File: src/strap_cfg_defs.svh
// Offsets, field positions, reset values and timing counts of the strap loader.
// Assumes a 32-bit AXI4-Lite register window with byte addresses.
`ifndef STRAP_CFG_DEFS_SVH
`define STRAP_CFG_DEFS_SVH

`define OFS_PAUSE_CTRL   8'h00
`define OFS_ADVERTISE    8'h04
`define OFS_BASIC_CTRL   8'h08
`define OFS_SPEC_MODES   8'h0C
`define OFS_SPEC_CTRL    8'h10
`define OFS_STRAP_STAT   8'h14

`define BIT_PAUSE_SEL    0
`define BIT_PAUSE_TX     1
`define BIT_PAUSE_RX     2
`define BIT_ADV_PAUSE    10
`define BIT_ADV_100FD    8
`define BIT_ADV_100HD    7
`define BIT_ADV_10FD     6
`define BIT_ADV_10HD     5
`define BIT_BASIC_SPEED  13
`define BIT_BASIC_NEG    12
`define BIT_BASIC_DUPLEX 8
`define LSB_MODE         5
`define BIT_XO_OVERRIDE  15
`define BIT_XO_AUTO      14
`define BIT_XO_MDIX      13
`define BIT_XO_STATE     0

`define RST_PAUSE_TX     1'b1
`define RST_PAUSE_RX     1'b1
`define MODE_ALL_CAPABLE 3'h7
`define SETTLE_CYCLES    2'h3

`define RESP_OKAY        2'h0
`define RESP_DECERR      2'h3

`endif

File: src/strap_cfg_pkg.sv
// Types shared by the strap loader.
// Assumes strap_cfg_defs.svh carries the numbers.
package strap_cfg_pkg;
	typedef enum logic [1:0] {
		ST_SETTLE,
		ST_LOAD,
		ST_RUN
	} load_state_t;
endpackage

File: src/strap_default_port_config.sv
// Strap sampling, port configuration defaults and their AXI4-Lite registers.
// Assumes strap pins are static around reset and partnerPause is on clk_sys.
`timescale 1ns/1ps
`include "strap_cfg_defs.svh"

module strap_default_port_config
	import strap_cfg_pkg::*;
(
	// Clock and reset
	input  wire logic        clk_sys,
	input  wire logic        rst,
	// Strap pins
	input  wire logic        port1PauseOverrideStrap,
	input  wire logic        autoCrossoverStrap2,
	input  wire logic        manualCrossoverStrap2,
	input  wire logic        negotiationStrap2,
	input  wire logic        speedStrap2,
	input  wire logic        duplexStrap2,
	// Port logic
	input  wire logic        partnerPause,
	output logic             pauseTxActive,
	output logic             pauseRxActive,
	output logic             crossoverAuto,
	output logic             crossoverMdix,
	output logic             negotiationEnable,
	output logic             speedSelect,
	output logic             duplexSelect,
	output logic [2:0]       modeSelect,
	output logic             loadDone,
	// AXI4-Lite slave
	input  wire logic [7:0]  s_axi_awaddr,
	input  wire logic        s_axi_awvalid,
	output logic             s_axi_awready,
	input  wire logic [31:0] s_axi_wdata,
	input  wire logic [3:0]  s_axi_wstrb,
	input  wire logic        s_axi_wvalid,
	output logic             s_axi_wready,
	output logic [1:0]       s_axi_bresp,
	output logic             s_axi_bvalid,
	input  wire logic        s_axi_bready,
	input  wire logic [7:0]  s_axi_araddr,
	input  wire logic        s_axi_arvalid,
	output logic             s_axi_arready,
	output logic [31:0]      s_axi_rdata,
	output logic [1:0]       s_axi_rresp,
	output logic             s_axi_rvalid,
	input  wire logic        s_axi_rready
);

	load_state_t state_q;
	logic [1:0]  settle_q;
	logic [5:0]  strapMeta_q;
	logic [5:0]  strapSync_q;
	logic [5:0]  strapLatch_q;
	logic        pauseSel_q;
	logic        pauseTx_q;
	logic        pauseRx_q;
	logic        advPause_q;
	logic        adv100Fd_q;
	logic        adv100Hd_q;
	logic        adv10Fd_q;
	logic        adv10Hd_q;
	logic        negEn_q;
	logic        speed_q;
	logic        duplex_q;
	logic [2:0]  mode_q;
	logic        xoOverride_q;
	logic        xoAuto_q;
	logic        xoMdix_q;
	logic        awHeld_q;
	logic        wHeld_q;
	logic [7:0]  awAddr_q;
	logic [31:0] wData_q;
	logic [3:0]  wStrb_q;
	logic        wrFire;
	logic        sPause;
	logic        sAuto;
	logic        sMdix;
	logic        sNeg;
	logic        sSpeed;
	logic        sDuplex;

	// Byte-lane aware update of one register bit
	function automatic logic pick(input logic old, input int unsigned idx);
		return wStrb_q[idx / 8] ? wData_q[idx] : old;
	endfunction

	function automatic logic hit(input logic [7:0] ofs);
		return wrFire && (awAddr_q == ofs);
	endfunction

	assign {sPause, sAuto, sMdix, sNeg, sSpeed, sDuplex} = strapLatch_q;
	assign wrFire = awHeld_q && wHeld_q && !s_axi_bvalid;

	// Pins come from outside the clock domain
	always_ff @(posedge clk_sys) begin
		if (rst) begin
			strapMeta_q <= 6'h00;
			strapSync_q <= 6'h00;
		end else begin
			strapMeta_q <= {port1PauseOverrideStrap, autoCrossoverStrap2,
				manualCrossoverStrap2, negotiationStrap2, speedStrap2, duplexStrap2};
			strapSync_q <= strapMeta_q;
		end
	end

	// Wait until the synchroniser holds real pin levels, then sample once
	always_ff @(posedge clk_sys) begin
		if (rst) begin
			state_q  <= ST_SETTLE;
			settle_q <= 2'h0;
			loadDone <= 1'b0;
		end else begin
			case (state_q)
				ST_SETTLE: begin
					settle_q <= settle_q + 2'h1;
					if (settle_q == `SETTLE_CYCLES)
						state_q <= ST_LOAD;
				end
				ST_LOAD: begin
					state_q  <= ST_RUN;
					loadDone <= 1'b1;
				end
				default: state_q <= ST_RUN;
			endcase
		end
	end

	always_ff @(posedge clk_sys) begin
		if (rst)
			strapLatch_q <= 6'h00;
		else if (state_q == ST_SETTLE && settle_q == `SETTLE_CYCLES)
			strapLatch_q <= strapSync_q;
	end

	// Defaults loaded from the latched straps, except pauseTx_q and pauseRx_q, then owned by software
	always_ff @(posedge clk_sys) begin
		if (rst) begin
			pauseSel_q <= 1'b0;
			pauseTx_q  <= `RST_PAUSE_TX;
			pauseRx_q  <= `RST_PAUSE_RX;
			advPause_q <= 1'b1;
			adv100Fd_q <= 1'b1;
			adv100Hd_q <= 1'b1;
			adv10Fd_q  <= 1'b1;
			adv10Hd_q  <= 1'b1;
			negEn_q    <= 1'b1;
			speed_q    <= 1'b1;
			duplex_q   <= 1'b1;
			mode_q     <= `MODE_ALL_CAPABLE;
		end else if (state_q == ST_LOAD) begin
			pauseSel_q <= sPause;
			advPause_q <= !sPause;
			negEn_q    <= sNeg;
			speed_q    <= sSpeed | sNeg;
			duplex_q   <= sDuplex | sNeg;
			adv10Fd_q  <= sNeg | (!sSpeed & sDuplex);
			adv10Hd_q  <= sNeg | (!sSpeed & !sDuplex);
			adv100Fd_q <= sNeg | (sSpeed & sDuplex);
			adv100Hd_q <= sNeg | (sSpeed & !sDuplex);
			mode_q     <= sNeg ? `MODE_ALL_CAPABLE : {1'b0, sSpeed, sDuplex};
		end else begin
			if (hit(`OFS_PAUSE_CTRL)) begin
				pauseSel_q <= pick(pauseSel_q, `BIT_PAUSE_SEL);
				pauseTx_q  <= pick(pauseTx_q, `BIT_PAUSE_TX);
				pauseRx_q  <= pick(pauseRx_q, `BIT_PAUSE_RX);
			end
			if (hit(`OFS_ADVERTISE)) begin
				advPause_q <= pick(advPause_q, `BIT_ADV_PAUSE);
				adv100Fd_q <= pick(adv100Fd_q, `BIT_ADV_100FD);
				adv100Hd_q <= pick(adv100Hd_q, `BIT_ADV_100HD);
				adv10Fd_q  <= pick(adv10Fd_q, `BIT_ADV_10FD);
				adv10Hd_q  <= pick(adv10Hd_q, `BIT_ADV_10HD);
			end
			if (hit(`OFS_BASIC_CTRL)) begin
				speed_q  <= pick(speed_q, `BIT_BASIC_SPEED);
				negEn_q  <= pick(negEn_q, `BIT_BASIC_NEG);
				duplex_q <= pick(duplex_q, `BIT_BASIC_DUPLEX);
			end
			if (hit(`OFS_SPEC_MODES)) begin
				mode_q <= {pick(mode_q[2], `LSB_MODE + 2), pick(mode_q[1], `LSB_MODE + 1),
					pick(mode_q[0], `LSB_MODE)};
			end
		end
	end

	// Crossover override fields have no strap of their own
	always_ff @(posedge clk_sys) begin
		if (rst) begin
			xoOverride_q <= 1'b0;
			xoAuto_q     <= 1'b0;
			xoMdix_q     <= 1'b0;
		end else if (hit(`OFS_SPEC_CTRL)) begin
			xoOverride_q <= pick(xoOverride_q, `BIT_XO_OVERRIDE);
			xoAuto_q     <= pick(xoAuto_q, `BIT_XO_AUTO);
			xoMdix_q     <= pick(xoMdix_q, `BIT_XO_MDIX);
		end
	end

	// Effective port controls, registered so every output is a flop
	always_ff @(posedge clk_sys) begin
		if (rst) begin
			pauseTxActive     <= 1'b0;
			pauseRxActive     <= 1'b0;
			crossoverAuto     <= 1'b0;
			crossoverMdix     <= 1'b0;
			negotiationEnable <= 1'b0;
			speedSelect       <= 1'b0;
			duplexSelect      <= 1'b0;
			modeSelect        <= 3'h0;
		end else if (state_q == ST_RUN) begin
			if (pauseSel_q) begin
				pauseTxActive <= pauseTx_q;
				pauseRxActive <= pauseRx_q;
			end else begin
				// Pause only if both ends agreed during negotiation
				pauseTxActive <= negEn_q & advPause_q & partnerPause;
				pauseRxActive <= negEn_q & advPause_q & partnerPause;
			end
			if (xoOverride_q) begin
				crossoverAuto <= xoAuto_q;
				crossoverMdix <= xoMdix_q;
			end else begin
				crossoverAuto <= sAuto;
				crossoverMdix <= !sAuto & sMdix;
			end
			negotiationEnable <= negEn_q;
			speedSelect       <= speed_q;
			duplexSelect      <= duplex_q;
			modeSelect        <= mode_q;
		end
	end

	// Write channel: address and data taken in either order
	always_ff @(posedge clk_sys) begin
		if (rst) begin
			awHeld_q      <= 1'b0;
			wHeld_q       <= 1'b0;
			awAddr_q      <= 8'h00;
			wData_q       <= 32'h0000_0000;
			wStrb_q       <= 4'h0;
			s_axi_awready <= 1'b0;
			s_axi_wready  <= 1'b0;
			s_axi_bvalid  <= 1'b0;
			s_axi_bresp   <= `RESP_OKAY;
		end else begin
			s_axi_awready <= (state_q == ST_RUN) && !awHeld_q && !(s_axi_awvalid && s_axi_awready);
			s_axi_wready  <= (state_q == ST_RUN) && !wHeld_q && !(s_axi_wvalid && s_axi_wready);
			if (s_axi_awvalid && s_axi_awready) begin
				awHeld_q <= 1'b1;
				awAddr_q <= s_axi_awaddr;
			end
			if (s_axi_wvalid && s_axi_wready) begin
				wHeld_q <= 1'b1;
				wData_q <= s_axi_wdata;
				wStrb_q <= s_axi_wstrb;
			end
			if (wrFire) begin
				awHeld_q     <= 1'b0;
				wHeld_q      <= 1'b0;
				s_axi_bvalid <= 1'b1;
				s_axi_bresp  <= (awAddr_q <= `OFS_SPEC_CTRL && awAddr_q[1:0] == 2'h0) ?
					`RESP_OKAY : `RESP_DECERR;
			end else if (s_axi_bvalid && s_axi_bready) begin
				s_axi_bvalid <= 1'b0;
			end
		end
	end

	// Read channel: answer one cycle after the address is taken
	always_ff @(posedge clk_sys) begin
		if (rst) begin
			s_axi_arready <= 1'b0;
			s_axi_rvalid  <= 1'b0;
			s_axi_rdata   <= 32'h0000_0000;
			s_axi_rresp   <= `RESP_OKAY;
		end else begin
			s_axi_arready <= (state_q == ST_RUN) && !s_axi_rvalid && !s_axi_arready;
			if (s_axi_arvalid && s_axi_arready) begin
				s_axi_rvalid <= 1'b1;
				s_axi_rresp  <= `RESP_OKAY;
				s_axi_rdata  <= 32'h0000_0000;
				if (s_axi_araddr == `OFS_PAUSE_CTRL) begin
					s_axi_rdata[`BIT_PAUSE_SEL] <= pauseSel_q;
					s_axi_rdata[`BIT_PAUSE_TX]  <= pauseTx_q;
					s_axi_rdata[`BIT_PAUSE_RX]  <= pauseRx_q;
				end else if (s_axi_araddr == `OFS_ADVERTISE) begin
					s_axi_rdata[`BIT_ADV_PAUSE] <= advPause_q;
					s_axi_rdata[`BIT_ADV_100FD] <= adv100Fd_q;
					s_axi_rdata[`BIT_ADV_100HD] <= adv100Hd_q;
					s_axi_rdata[`BIT_ADV_10FD]  <= adv10Fd_q;
					s_axi_rdata[`BIT_ADV_10HD]  <= adv10Hd_q;
				end else if (s_axi_araddr == `OFS_BASIC_CTRL) begin
					s_axi_rdata[`BIT_BASIC_SPEED]  <= speed_q;
					s_axi_rdata[`BIT_BASIC_NEG]    <= negEn_q;
					s_axi_rdata[`BIT_BASIC_DUPLEX] <= duplex_q;
				end else if (s_axi_araddr == `OFS_SPEC_MODES) begin
					s_axi_rdata[`LSB_MODE + 2 -: 3] <= mode_q;
				end else if (s_axi_araddr == `OFS_SPEC_CTRL) begin
					s_axi_rdata[`BIT_XO_OVERRIDE] <= xoOverride_q;
					s_axi_rdata[`BIT_XO_AUTO]     <= xoAuto_q;
					s_axi_rdata[`BIT_XO_MDIX]     <= xoMdix_q;
					s_axi_rdata[`BIT_XO_STATE]    <= crossoverAuto;
				end else if (s_axi_araddr == `OFS_STRAP_STAT) begin
					s_axi_rdata[5:0] <= strapLatch_q;
					s_axi_rdata[8]   <= loadDone;
				end else begin
					s_axi_rresp <= `RESP_DECERR;
				end
			end else if (s_axi_rvalid && s_axi_rready) begin
				s_axi_rvalid <= 1'b0;
			end
		end
	end

	property p_adv_pause;
		@(posedge clk_sys) disable iff (rst)
		(state_q == ST_LOAD) |=> (advPause_q == !sPause);
	endproperty
	a_adv_pause: assert property (p_adv_pause) else $error("pause advert wrong");
	property p_sel_default;
		@(posedge clk_sys) disable iff (rst)
		(state_q == ST_LOAD) |=> (pauseSel_q == sPause) ##1 (pauseSel_q == sPause);
	endproperty
	a_sel_default: assert property (p_sel_default) else $error("select default wrong");
	property p_manual_pause;
		@(posedge clk_sys) disable iff (rst)
		(state_q == ST_RUN && pauseSel_q) |=> (pauseTxActive == $past(pauseTx_q)
			&& pauseRxActive == $past(pauseRx_q));
	endproperty
	a_manual_pause: assert property (p_manual_pause) else $error("manual pause wrong");
	property p_auto_pause;
		@(posedge clk_sys) disable iff (rst)
		(state_q == ST_RUN && !pauseSel_q && !advPause_q) |=> !pauseTxActive;
	endproperty
	a_auto_pause: assert property (p_auto_pause) else $error("pause without advert");
	property p_xo_strap;
		@(posedge clk_sys) disable iff (rst)
		(state_q == ST_RUN && !xoOverride_q) |=> (crossoverAuto == sAuto)
			&& (crossoverMdix == (!sAuto && sMdix));
	endproperty
	a_xo_strap: assert property (p_xo_strap) else $error("crossover strap ignored");
	property p_xo_override;
		@(posedge clk_sys) disable iff (rst)
		(state_q == ST_RUN && xoOverride_q) |=> (crossoverAuto == $past(xoAuto_q));
	endproperty
	a_xo_override: assert property (p_xo_override) else $error("override not honoured");
	property p_neg_default;
		@(posedge clk_sys) disable iff (rst)
		(state_q == ST_LOAD) |=> (negEn_q == sNeg) && (speed_q == (sSpeed || sNeg))
			&& (duplex_q == (sDuplex || sNeg));
	endproperty
	a_neg_default: assert property (p_neg_default) else $error("basic defaults wrong");
	property p_adv10;
		@(posedge clk_sys) disable iff (rst)
		(state_q == ST_LOAD && !sNeg) |=> (adv10Fd_q == (!sSpeed && sDuplex))
			&& (mode_q == {1'b0, sSpeed, sDuplex});
	endproperty
	a_adv10: assert property (p_adv10) else $error("10BASE-T defaults wrong");
	property p_hold;
		@(posedge clk_sys) disable iff (rst)
		(state_q == ST_RUN && !wrFire) |=> $stable(pauseSel_q) && $stable(mode_q)
			&& $stable(strapLatch_q);
	endproperty
	a_hold: assert property (p_hold) else $error("default changed unwritten");
endmodule

File: config.mk
export PLATFORM = sky130hd
export DESIGN_NAME = strap_default_port_config
export DESIGN_NICKNAME = d
export VERILOG_FILES = /design/src/strap_cfg_pkg.sv /design/src/strap_default_port_config.sv
export VERILOG_INCLUDE_DIRS = /design/src
export SDC_FILE = /design/constraint.sdc
export NUM_CORES = 1
export LEC_CHECK = 0
export BUFFER_PORTS_ARGS = -buffer_cell sky130_fd_sc_hd__buf_2
export CORE_MARGIN = 5
export CORE_UTILIZATION = 25
export DETAILED_ROUTE_END_ITERATION = 10
export SETUP_SLACK_MARGIN = 0.15
export SLEW_MARGIN = 0
export SYNTH_ARGS = -nofsm -noshare
export SYNTH_HDL_FRONTEND = slang
export SYNTH_SLANG_ARGS = --single-unit
File: constraint.sdc
create_clock -name clk_sys -period 2.4 [get_ports clk_sys]
set_input_delay 0.72 -clock clk_sys [delete_from_list [all_inputs] [get_ports clk_sys]]
set_output_delay 0.72 -clock clk_sys [all_outputs]
set_load 0.02 [all_outputs]
; ---- Word level (Yosys, flattened, before mapping)
; Cells that the tools add are included.
[totals]
reg_bits = 101
out_inout_bits = 52
word_cells = 202
[op_classes]
n_addsub = 1
order_cmp = 1
n_eq_ne = 13
n_mux = 77
n_bitwise = 15
n_reduce_logical = 52
[op_table]
columns = cell, n
row1 = 6-bit two-way mux, 9
row2 = 1-bit two-way mux, 44
row3 = 8-bit by 4-bit == test with 1-bit output (second input constant), 4
row4 = 8-bit by 5-bit == test with 1-bit output (second input constant), 3
row5 = 2-bit two-way mux, 11
row6 = 1-bit logical AND, 20
row7 = 3-bit two-way mux, 6
row8 = 8-bit by 3-bit == test with 1-bit output (second input constant), 2
row9 = 8-bit zero test, 2
row10 = 2-bit nonzero test, 8
row11 = 5-bit two-way mux, 3
row12 = 4-bit two-way mux, 3
row13 = 2-bit AND reduction, 6
row14 = 1-bit zero test, 11
row15 = 8-bit by 5-bit less-or-equal comparator with 1-bit output (second input constant), 1
row16 = 8-bit two-way mux, 1
row17 = 1-bit AND, 7
row18 = 1-bit bitwise OR, 6
row19 = 2-bit == test (second input constant), 2
row20 = 2-bit zero test, 2
row21 = 2-bit OR reduction, 2
row22 = 3-bit AND reduction, 1
row23 = 2-bit by 1-bit adder with 2-bit output (second input constant), 1
row24 = 2-bit by 1-bit == test with 1-bit output (second input constant), 1
row25 = other kinds (2), 3

; ---- Depth between registers and ports, before layout
; Gate-level depths: netlist of the first run.
[logic_depth]
ltp_word = 14
ltp_mapped = 6
depth_no_buf = 4

; ---- Least setup slack after synthesis of the first run
; No wires, ideal clock.
[synth_path]
kind = input port to flip-flop
startpoint = input port s_axi_araddr[7]
endpoint = register s_axi_rdata[3]
arrival_time_ns = 1.889
required_time_ns = 2.330
slack_ns = 0.440
path_stages = 5
path_buffers = 1
path_cell_list = or4_4 > buf_6 > nor4_4 > nand3_1 > a21oi_1
[synth_via]
elab_chain_cells = 14
word_cells_on_any_way = 19
cone_classes = 5 x eq/ne / 13 x mux / 1 x reduce/logical
[synth_lines]
columns = element, line_no
row1 = start: declaration, strap_default_port_config.sv:41  ; input wire logic [7:0] s_axi_araddr,
row2 = 8-bit by 5-bit == test with 1-bit output (no source line), -
row3 = 6-bit two-way mux, strap_default_port_config.sv:304  ; end else if (s_axi_araddr == `OFS_STRAP_STAT) begin
row4 = 6-bit two-way mux, strap_default_port_config.sv:299  ; end else if (s_axi_araddr == `OFS_SPEC_CTRL) begin
row5 = 6-bit two-way mux, strap_default_port_config.sv:297  ; end else if (s_axi_araddr == `OFS_SPEC_MODES) begin
row6 = 6-bit two-way mux, strap_default_port_config.sv:293  ; end else if (s_axi_araddr == `OFS_BASIC_CTRL) begin
row7 = 6-bit two-way mux, strap_default_port_config.sv:287  ; end else if (s_axi_araddr == `OFS_ADVERTISE) begin
row8 = 6-bit two-way mux, strap_default_port_config.sv:283  ; if (s_axi_araddr == `OFS_PAUSE_CTRL) begin
row9 = 6-bit two-way mux, strap_default_port_config.sv:279  ; if (s_axi_arvalid && s_axi_arready) begin
row10 = 6-bit two-way mux, strap_default_port_config.sv:272  ; if (rst) begin
row11 = 5-bit two-way mux, strap_default_port_config.sv:299
row12 = 5-bit two-way mux, strap_default_port_config.sv:297
row13 = 8-bit two-way mux, strap_default_port_config.sv:293
row14 = 5-bit two-way mux, strap_default_port_config.sv:287
row15 = 6-bit two-way mux *, strap_default_port_config.sv:283
row16 = end signal: indexed assignment, strap_default_port_config.sv:284  ; s_axi_rdata[`BIT_PAUSE_SEL] <= pauseSel_q;
row17 = end signal: indexed assignment, strap_default_port_config.sv:288  ; s_axi_rdata[`BIT_ADV_PAUSE] <= advPause_q;
row18 = end signal: indexed assignment, strap_default_port_config.sv:294  ; s_axi_rdata[`BIT_BASIC_SPEED] <= speed_q;
row19 = end: declaration, strap_default_port_config.sv:44  ; output logic [31:0] s_axi_rdata,
; Every way passes the cells marked *; elsewhere a longest branch is shown, timed or not. The select of a mux whose other input is x is not followed.
; A chain may end at the register's enable or synchronous reset.

; ---- Worst setup path in the final report of the first run
[layout_path]
startpoint = input port s_axi_araddr[7]
endpoint = register s_axi_rdata[4]
; Same word-level chain as after synthesis.

==> results of run 1 <==
[metal layers]
layer  GRT usage, %  part of all wire, %  up-vias
met3           2.85                  5.7       13
met2           16.7                   43       91
met5              0                    0        -
li1               -                    -     1636
met1           15.2                   50     1457
met4           4.19                  1.8        0
[cells in the final DEF (no fill, tap or decap), drive strengths merged, types with 3 or more instances in the layout]
cell type  Yosys  final
conb           1     18
nand2b         4      4
a31oi          3      3
mux2i         12     12
nor3           8      8
dfxtp         95     95
nor4           8      8
a22oi          3      3
buf           26     81
and2           7      7
nand4          8      8
nor2          29     29
nand3         11     11
inv            6      6
a21oi         56     56
o21ai         12     12
clkbuf        19     12
nor2b         17     17
nand2         84     84
and3b          4      4
a211oi         4      4
[critical path, cell delays in order]
cell and delay (ps):
buf_2 90, or4_4 600, nor4_4 380, nand3_1 140
a21oi_1 170
[layout make-up]
cell class / instances / share of cell area (%)
repair buffers: 81 / 9.02
flip-flops and latches: 95 / 41.3
clock inverters: 3 / 0.951
multi-input cells: 318 / 37.8
clock buffers: 12 / 5.35
well taps: 188 / 5.11
inverters: 6 / 0.489
[sequential cells by signal, indices dropped and copies added (netlist names), 2 cells and up]
signal / count
settle_q: 2
state_q: 2
modeSelect: 3
strapSync_q: 6
strapMeta_q: 6
s_axi_rdata: 14
wStrb_q: 2
wData_q: 12
strapLatch_q: 6
mode_q: 3
awAddr_q: 8
[path summary, 6_finish.rpt]
path	start	end	cells past startpoint
worst max-delay path	s_axi_araddr[7]	s_axi_rdata[4]$_SDFFE_PP0P_	5
worst min-delay path	strapSync_q[3]$_SDFF_PP0_	strapLatch_q[3]$_SDFFE_PP0P_	2
worst max register to register	awAddr_q[2]$_SDFFE_PP0P_	xoOverride_q$_SDFFE_PP0P_	4
worst min register to register	strapSync_q[3]$_SDFF_PP0_	strapLatch_q[3]$_SDFFE_PP0P_	2
[where the power goes]
part | internal [uW] | total (uW) | switching [uW]
logic | 93.7 | 266 | 173
registers | 1630 | 1670 | 37.5
clock network | 831 | 1400 | 574
[cells by family after synthesis]
group,count (synthesis)
xor gates and xnor gates,1
other,1
muxes,13
and+or+nand+nor,194
adders and majority gates,1
buffers and inverters,51
DFF,95
AOI/OAI and AO/OA,91
[through the flow]
stage | hold slack, ps | instances | setup WS, ps | instance area [sq um]
2_1_floorplan | 414 | 464 | 440 | 3920
3_5_place_dp | 432 | 688 | 211 | 4310
4_1_cts | 443 | 703 | 567 | 4600
5_1_grt | 453 | 703 | 434 | 4600
3_3_place_gp | 431 | 688 | 259 | 4310
6_report | 437 | 703 | 558 | 4600
==> results by group, run 1 <==
Setup path
  • Setup CP Type: in2reg
  • CP max FO: 6
  • Req. time, crit path: 2670 ps
  • Critical path launch point type: input port
  • R2R Setup Slk: 680 ps
  • Worst Setup End Kind: flip-flop
  • Critical path arrival: 2110 ps

Synthesis
  • Post-synth EDFFs: 0
  • Yosys reg bits: 95
  • Synth Area in XOR/XNOR: 0.227%
  • Post-synth top area cell: dfxtp_1
  • Seq/Total Area, Yosys: roughly half
  • Post-synthesis simple-gate area fraction: between 20% and 30%
  • Post-synthesis mux area share: 3.41%
  • Ys async rst share: 0%
  • Top-count cell post-synth: dfxtp_1
  • Synth Area per Inst: about 8.6 sq um
  • Compound-Gate Fraction of Synth Area: between 10% and 20%
  • Largest cells by area after synthesis: dfxtp_1 (49%), nand2_1 (8.2%), a21oi_1 (7.3%), buf_4 (3.9%), mux2i_1 (3.1%)
  • Netlist Area Pre-Place: ~3900 sq um
  • Top FF cell, synth: dfxtp_1
  • Synth top area share: approximately half
  • Commonest cells post-synth: dfxtp_1 (95), nand2_1 (84), a21oi_1 (56)
  • Post-synth cell types: 51
  • Adder-Cell Fraction of Synth Area: less than 1%
  • Yosys warns: 0
  • Largest family of logic cells by synthesized area: simple AND/OR/NAND/NOR gates
  • Synth Instances: between 400 and 500

Finish
  • Layout cells sized above 1: roughly a fifth
  • Diode count: 0
  • Final Core Density: a little under a third
  • Synth-to-layout area growth: 19.5%
  • NumNets Final: 578
  • Area occupied by multi-input gates: 1740 sq um
  • Register Area: around 1900 sq um
  • Fillers: 1601

Detailed routing
  • DR vias/cell: 4.55
  • DR WL/cell: about 14 microns
  • DR DRC count: 0
  • Total wire length: 9.81 mm
  • Initial drt markers: 141
  • DR pass1 iterations: 5
  • Number of routed nets with antenna violations: 0
  • Vias: approximately 3200

Global routing
  • GRT Total Usage: 11.1%
  • Vias in the first global route: 3062
  • First-pass GRT wire length: about 16 mm
  • Global route overflow: 0
  • Antenna violations before repair: 0
  • Largest net degree at the start of global routing: 45

Die
  • Core area: ~15000 sq um
  • IO Count: 118
  • Die area: ~18000 sq um
  • Die width: approximately 130 microns
  • Std-Cell Rows: between 40 and 50
  • Starting Density: between 20% and 30%
  • Die H: approximately 130 microns

Timing
  • Fin crit share: about three quarters
  • Clk_skew: roughly 6.9 ps
  • RSZ-0062 raised after global routing: false
  • Max transition margin: about half
  • FMAX: between 0.5 and 0.6 GHz
  • Pins Over Slew Limit: 0
  • Minimum clock period after layout: roughly 1800 ps
  • Slew at the pin closest to its max-slew limit: roughly 780 ps
  • Setup TNS: 0 ps
  • Hold Vio Cnt, Final: 0
  • Setup violations, final: 0

Power
  • Leakage: roughly 0.0018 uW
  • Power Total: about 3300 uW
  • Pwr Density: between 700 and 800 nW/um^2
  • Maximum vdd drop: between 0.2 and 0.3 mV

Placed design
  • Placer's final routability congestion estimate: around 0.82
  • I/O Buffers: just under 80
  • DP HPWL: around 7.6 mm

Clocking
  • Num CTS Buffers: 9
  • TritonCTS clock tree: done
  • Reg clk slew, reported paths: about 60 ps
  • Hold buffer count at cts: 0
  • Root Buffer: clkbuf_16
  • # resized after CTS: 0
  • Clk Latency, worst-skew pair: roughly 340 ps
  • # Post-CTS Setup Buffers: 0
  • Maximum root-to-sink buffer count: 2
  • H-tree levels: 3
  • Clock Sinks: between 90 and 100

Worst hold path
  • HP Class: reg2reg

Flow run
  • Max-cap viol count: 0

Run status
  • Outcome: finished, final reports clean
No activity file was read; power rests on OpenSTA's default activity.
==> inputs of run 2 (changes only) <==
Settings changed: ABC_AREA set to 1.
Clock period 2.4 ns to 1.6 ns, I/O delays scaled along.
==> results by group, run 2 <==
Run status
  • Outcome: finished, final reports clean

Timing
  • Clk_skew: 9.99 ps
  • Minimum clock period after layout: 1380 ps
  • FMAX: slightly above 0.7 GHz
  • RSZ-0062 raised after global routing: true
  • Fin crit share: between 80% and 90%
  • Pins Over Slew Limit: 0
  • Setup violations, final: 0
  • Setup TNS: 0 ps
  • Hold Vio Cnt, Final: 0

Setup path
  • R2r endpoint: mode_q[0]$_SDFFE_PP1P_
  • CP max stage delay: about 370 ps
  • Worst reg2reg path depth: 8
  • Worst path top cell family by delay: flip-flops
  • Critical path launch point type: flip-flop
  • Req. time, crit path: between 1000 and 1500 ps
  • Reg2reg start: awAddr_q[7]$_SDFFE_PP0P_
  • Crit path max-delay cell type: dfxtp_1
  • R2R Setup Slk: between 200 and 300 ps
  • CP max FO: 3
  • Cell chain of the critical path: buf_2
  • Worst Setup End Kind: output port
  • CP bufs+invs: 1
  • Critical path arrival: about 900 ps
  • Setup CP Type: reg2out

Synthesis
  • Synth top area share: 48.5%
  • Largest cells by area after synthesis: dfxtp_1 (49%), nand2_1 (8.5%), nor2_1 (8.5%), o21ai_0 (6.5%), inv_1 (5.6%)
  • Synth Area per Inst: about 7.3 sq um
  • Top FF cell, synth: dfxtp_1
  • Post-synth cell types: 29
  • Seq/Total Area, Yosys: between 40 and 50%
  • Netlist Area Pre-Place: 3920 sq um
  • Ys async rst share: 0%
  • Synth Instances: approximately 540
  • Yosys warns: 0
  • Post-synth top area cell: dfxtp_1
  • Commonest cells post-synth: dfxtp_1 (95), nand2_1 (89), nor2_1 (89)
  • Yosys reg bits: between 90 and 100
  • Post-synth EDFFs: 0
  • Top-count cell post-synth: dfxtp_1

Clocking
  • TritonCTS clock tree: done
  • Clk Latency, worst-skew pair: about 340 ps
  • Num CTS Buffers: 9
  • Maximum root-to-sink buffer count: 2
  • Reg clk slew, reported paths: ~70 ps
  • Clock Sinks: 95
  • Root Buffer: clkbuf_16
  • H-tree levels: 3

Global routing
  • Antenna violations before repair: 0
  • Largest net degree at the start of global routing: 31
  • Vias in the first global route: 3216
  • Global route overflow: 0
  • GRT Total Usage: between 10% and 20%
  • First-pass GRT wire length: roughly 16 mm

Finish
  • Fin cells: 834
  • Layout cells sized above 1: 19.9%
  • Largest register FFs: 14
  • Most frequent cells in the layout: dfxtp_1 (94), nand2_1 (88), nor2_1 (85)
  • Diode count: 0
  • Final Core Density: 31.6%
  • Biggest regs: s_axi_rdata: 14 flops, wData_q: 12 flops, awAddr_q: 8 flops
  • Synth-to-layout area growth: 23.6%
  • Most common cell after layout, fill and taps aside: dfxtp_1
  • NumNets Final: between 600 and 700
  • Top reg by flops: s_axi_rdata

Die
  • IO Count: ~120
  • Die width: about 140 microns
  • Starting Density: between 20% and 30%
  • Std-Cell Rows: 45
  • Die H: roughly 140 microns
  • Core area: ~15000 sq um
  • Die area: between 15000 and 20000 sq um

Detailed routing
  • Initial drt markers: 238
  • DR pass1 iterations: 4
  • Vias: approximately 3500
  • Total wire length: 10.1 mm
  • DR WL/cell: around 12 microns
  • DR DRC count: 0
  • DR vias/cell: between 4 and 5
  • Number of routed nets with antenna violations: 0

Power
  • Leakage: between 0.002 and 0.0025 uW
  • Maximum vdd drop: around 0.59 mV
  • Power Total: 5010 uW
  • Pwr Density: ~1000 nW/um^2

Worst hold path
  • Hold Startpoint: autoCrossoverStrap2
  • Hold Crit Depth: 3
  • Hold EP: strapMeta_q[4]$_SDFF_PP0_
  • HP Class: in2reg

Placed design
  • DP HPWL: between 7 and 8 mm
  • Dpl cells: between 800 and 900
  • I/O Buffers: 77
  • Placer's final routability congestion estimate: ~0.84

Flow run
  • Max-cap viol count: 0
[run 2: cell count changes in the layout (fill, tap and decap cells not counted), moves of 6 or more]
cell     before  now
nand3_1      11   41
and2_1        6    0
o21ai_0      12   51
buf_4         4   13
a21oi_1      56   42
mux2i_1      12    0
nor2b_1      17    0
inv_1         6   58
nor2_1       29   85
[run 2: metrics by stage]
step           hold WS [ps]  setup slack, ps  cell area [sq um]
2_1_floorplan           388              300               3980
3_3_place_gp            398             35.6               4510
3_5_place_dp            397             9.94               4510
4_1_cts                 337              208               4780
5_1_grt                 351             86.2               4840
6_report                347              223               4840
[run 2: cell type report]
type | count | area [sq um]
clock inverter | 5 | 35.0
clock buffer | 10 | 239
timing repair buffer | 92 | 514
inverter | 60 | 225
fill | 1704 | 10500
multi-input combinational | 361 | 1660
tap | 211 | 264
sequential | 95 | 1900
[run 2: kinds of logic after synthesis]
family / synth area share, %
DFF: 48.5
other: 0.0957
buffers and inverters: 11.6
adders and majority gates: 0.319
AOI/OAI and AO/OA: 13.7
and+or+nand+nor: 25.7
[run 2: power breakdown]
part	internal (uW)	switching (uW)	total (uW)	leakage, uW
sequential	2470	74.1	2540	0.000771
clock	1090	902	1990	0.000134
combinational	175	307	482	0.00136
total	3730	1280	5010	0.00227
[run 2: how the worst max path moves through the flow]
stage	startpoint	endpoint	slack (ps)	depth (start not counted)
after global routing	awAddr_q[5]$_SDFFE_PP0P_	mode_q[1]$_SDFFE_PP1P_	90	8
after detailed placement	s_axi_araddr[1]	s_axi_rdata[8]$_SDFFE_PP0P_	10	8
after floorplan	s_axi_araddr[5]	s_axi_rresp[0]$_SDFFE_PP0P_	300	8
after global placement	s_axi_araddr[1]	s_axi_rdata[8]$_SDFFE_PP0P_	40	8
final	loadDone$_SDFFE_PP0P_	loadDone	220	1
after CTS	loadDone$_SDFFE_PP0P_	loadDone	210	1
[run 2: what timing repair did]
item                       CTS  global route
gates resized for setup      0            12
hold buffers                 0             0
setup endpoints to repair    0            15
buffers inserted             0             2
[run 2: metal layers]
metal,share of wire [%],track usage [%],vias to the layer above
li1,-,-,1851
met1,50,15.7,1519
met2,43,16.8,94
met3,5.8,2.49,10
met5,0,0,-
met4,1.4,4.37,0
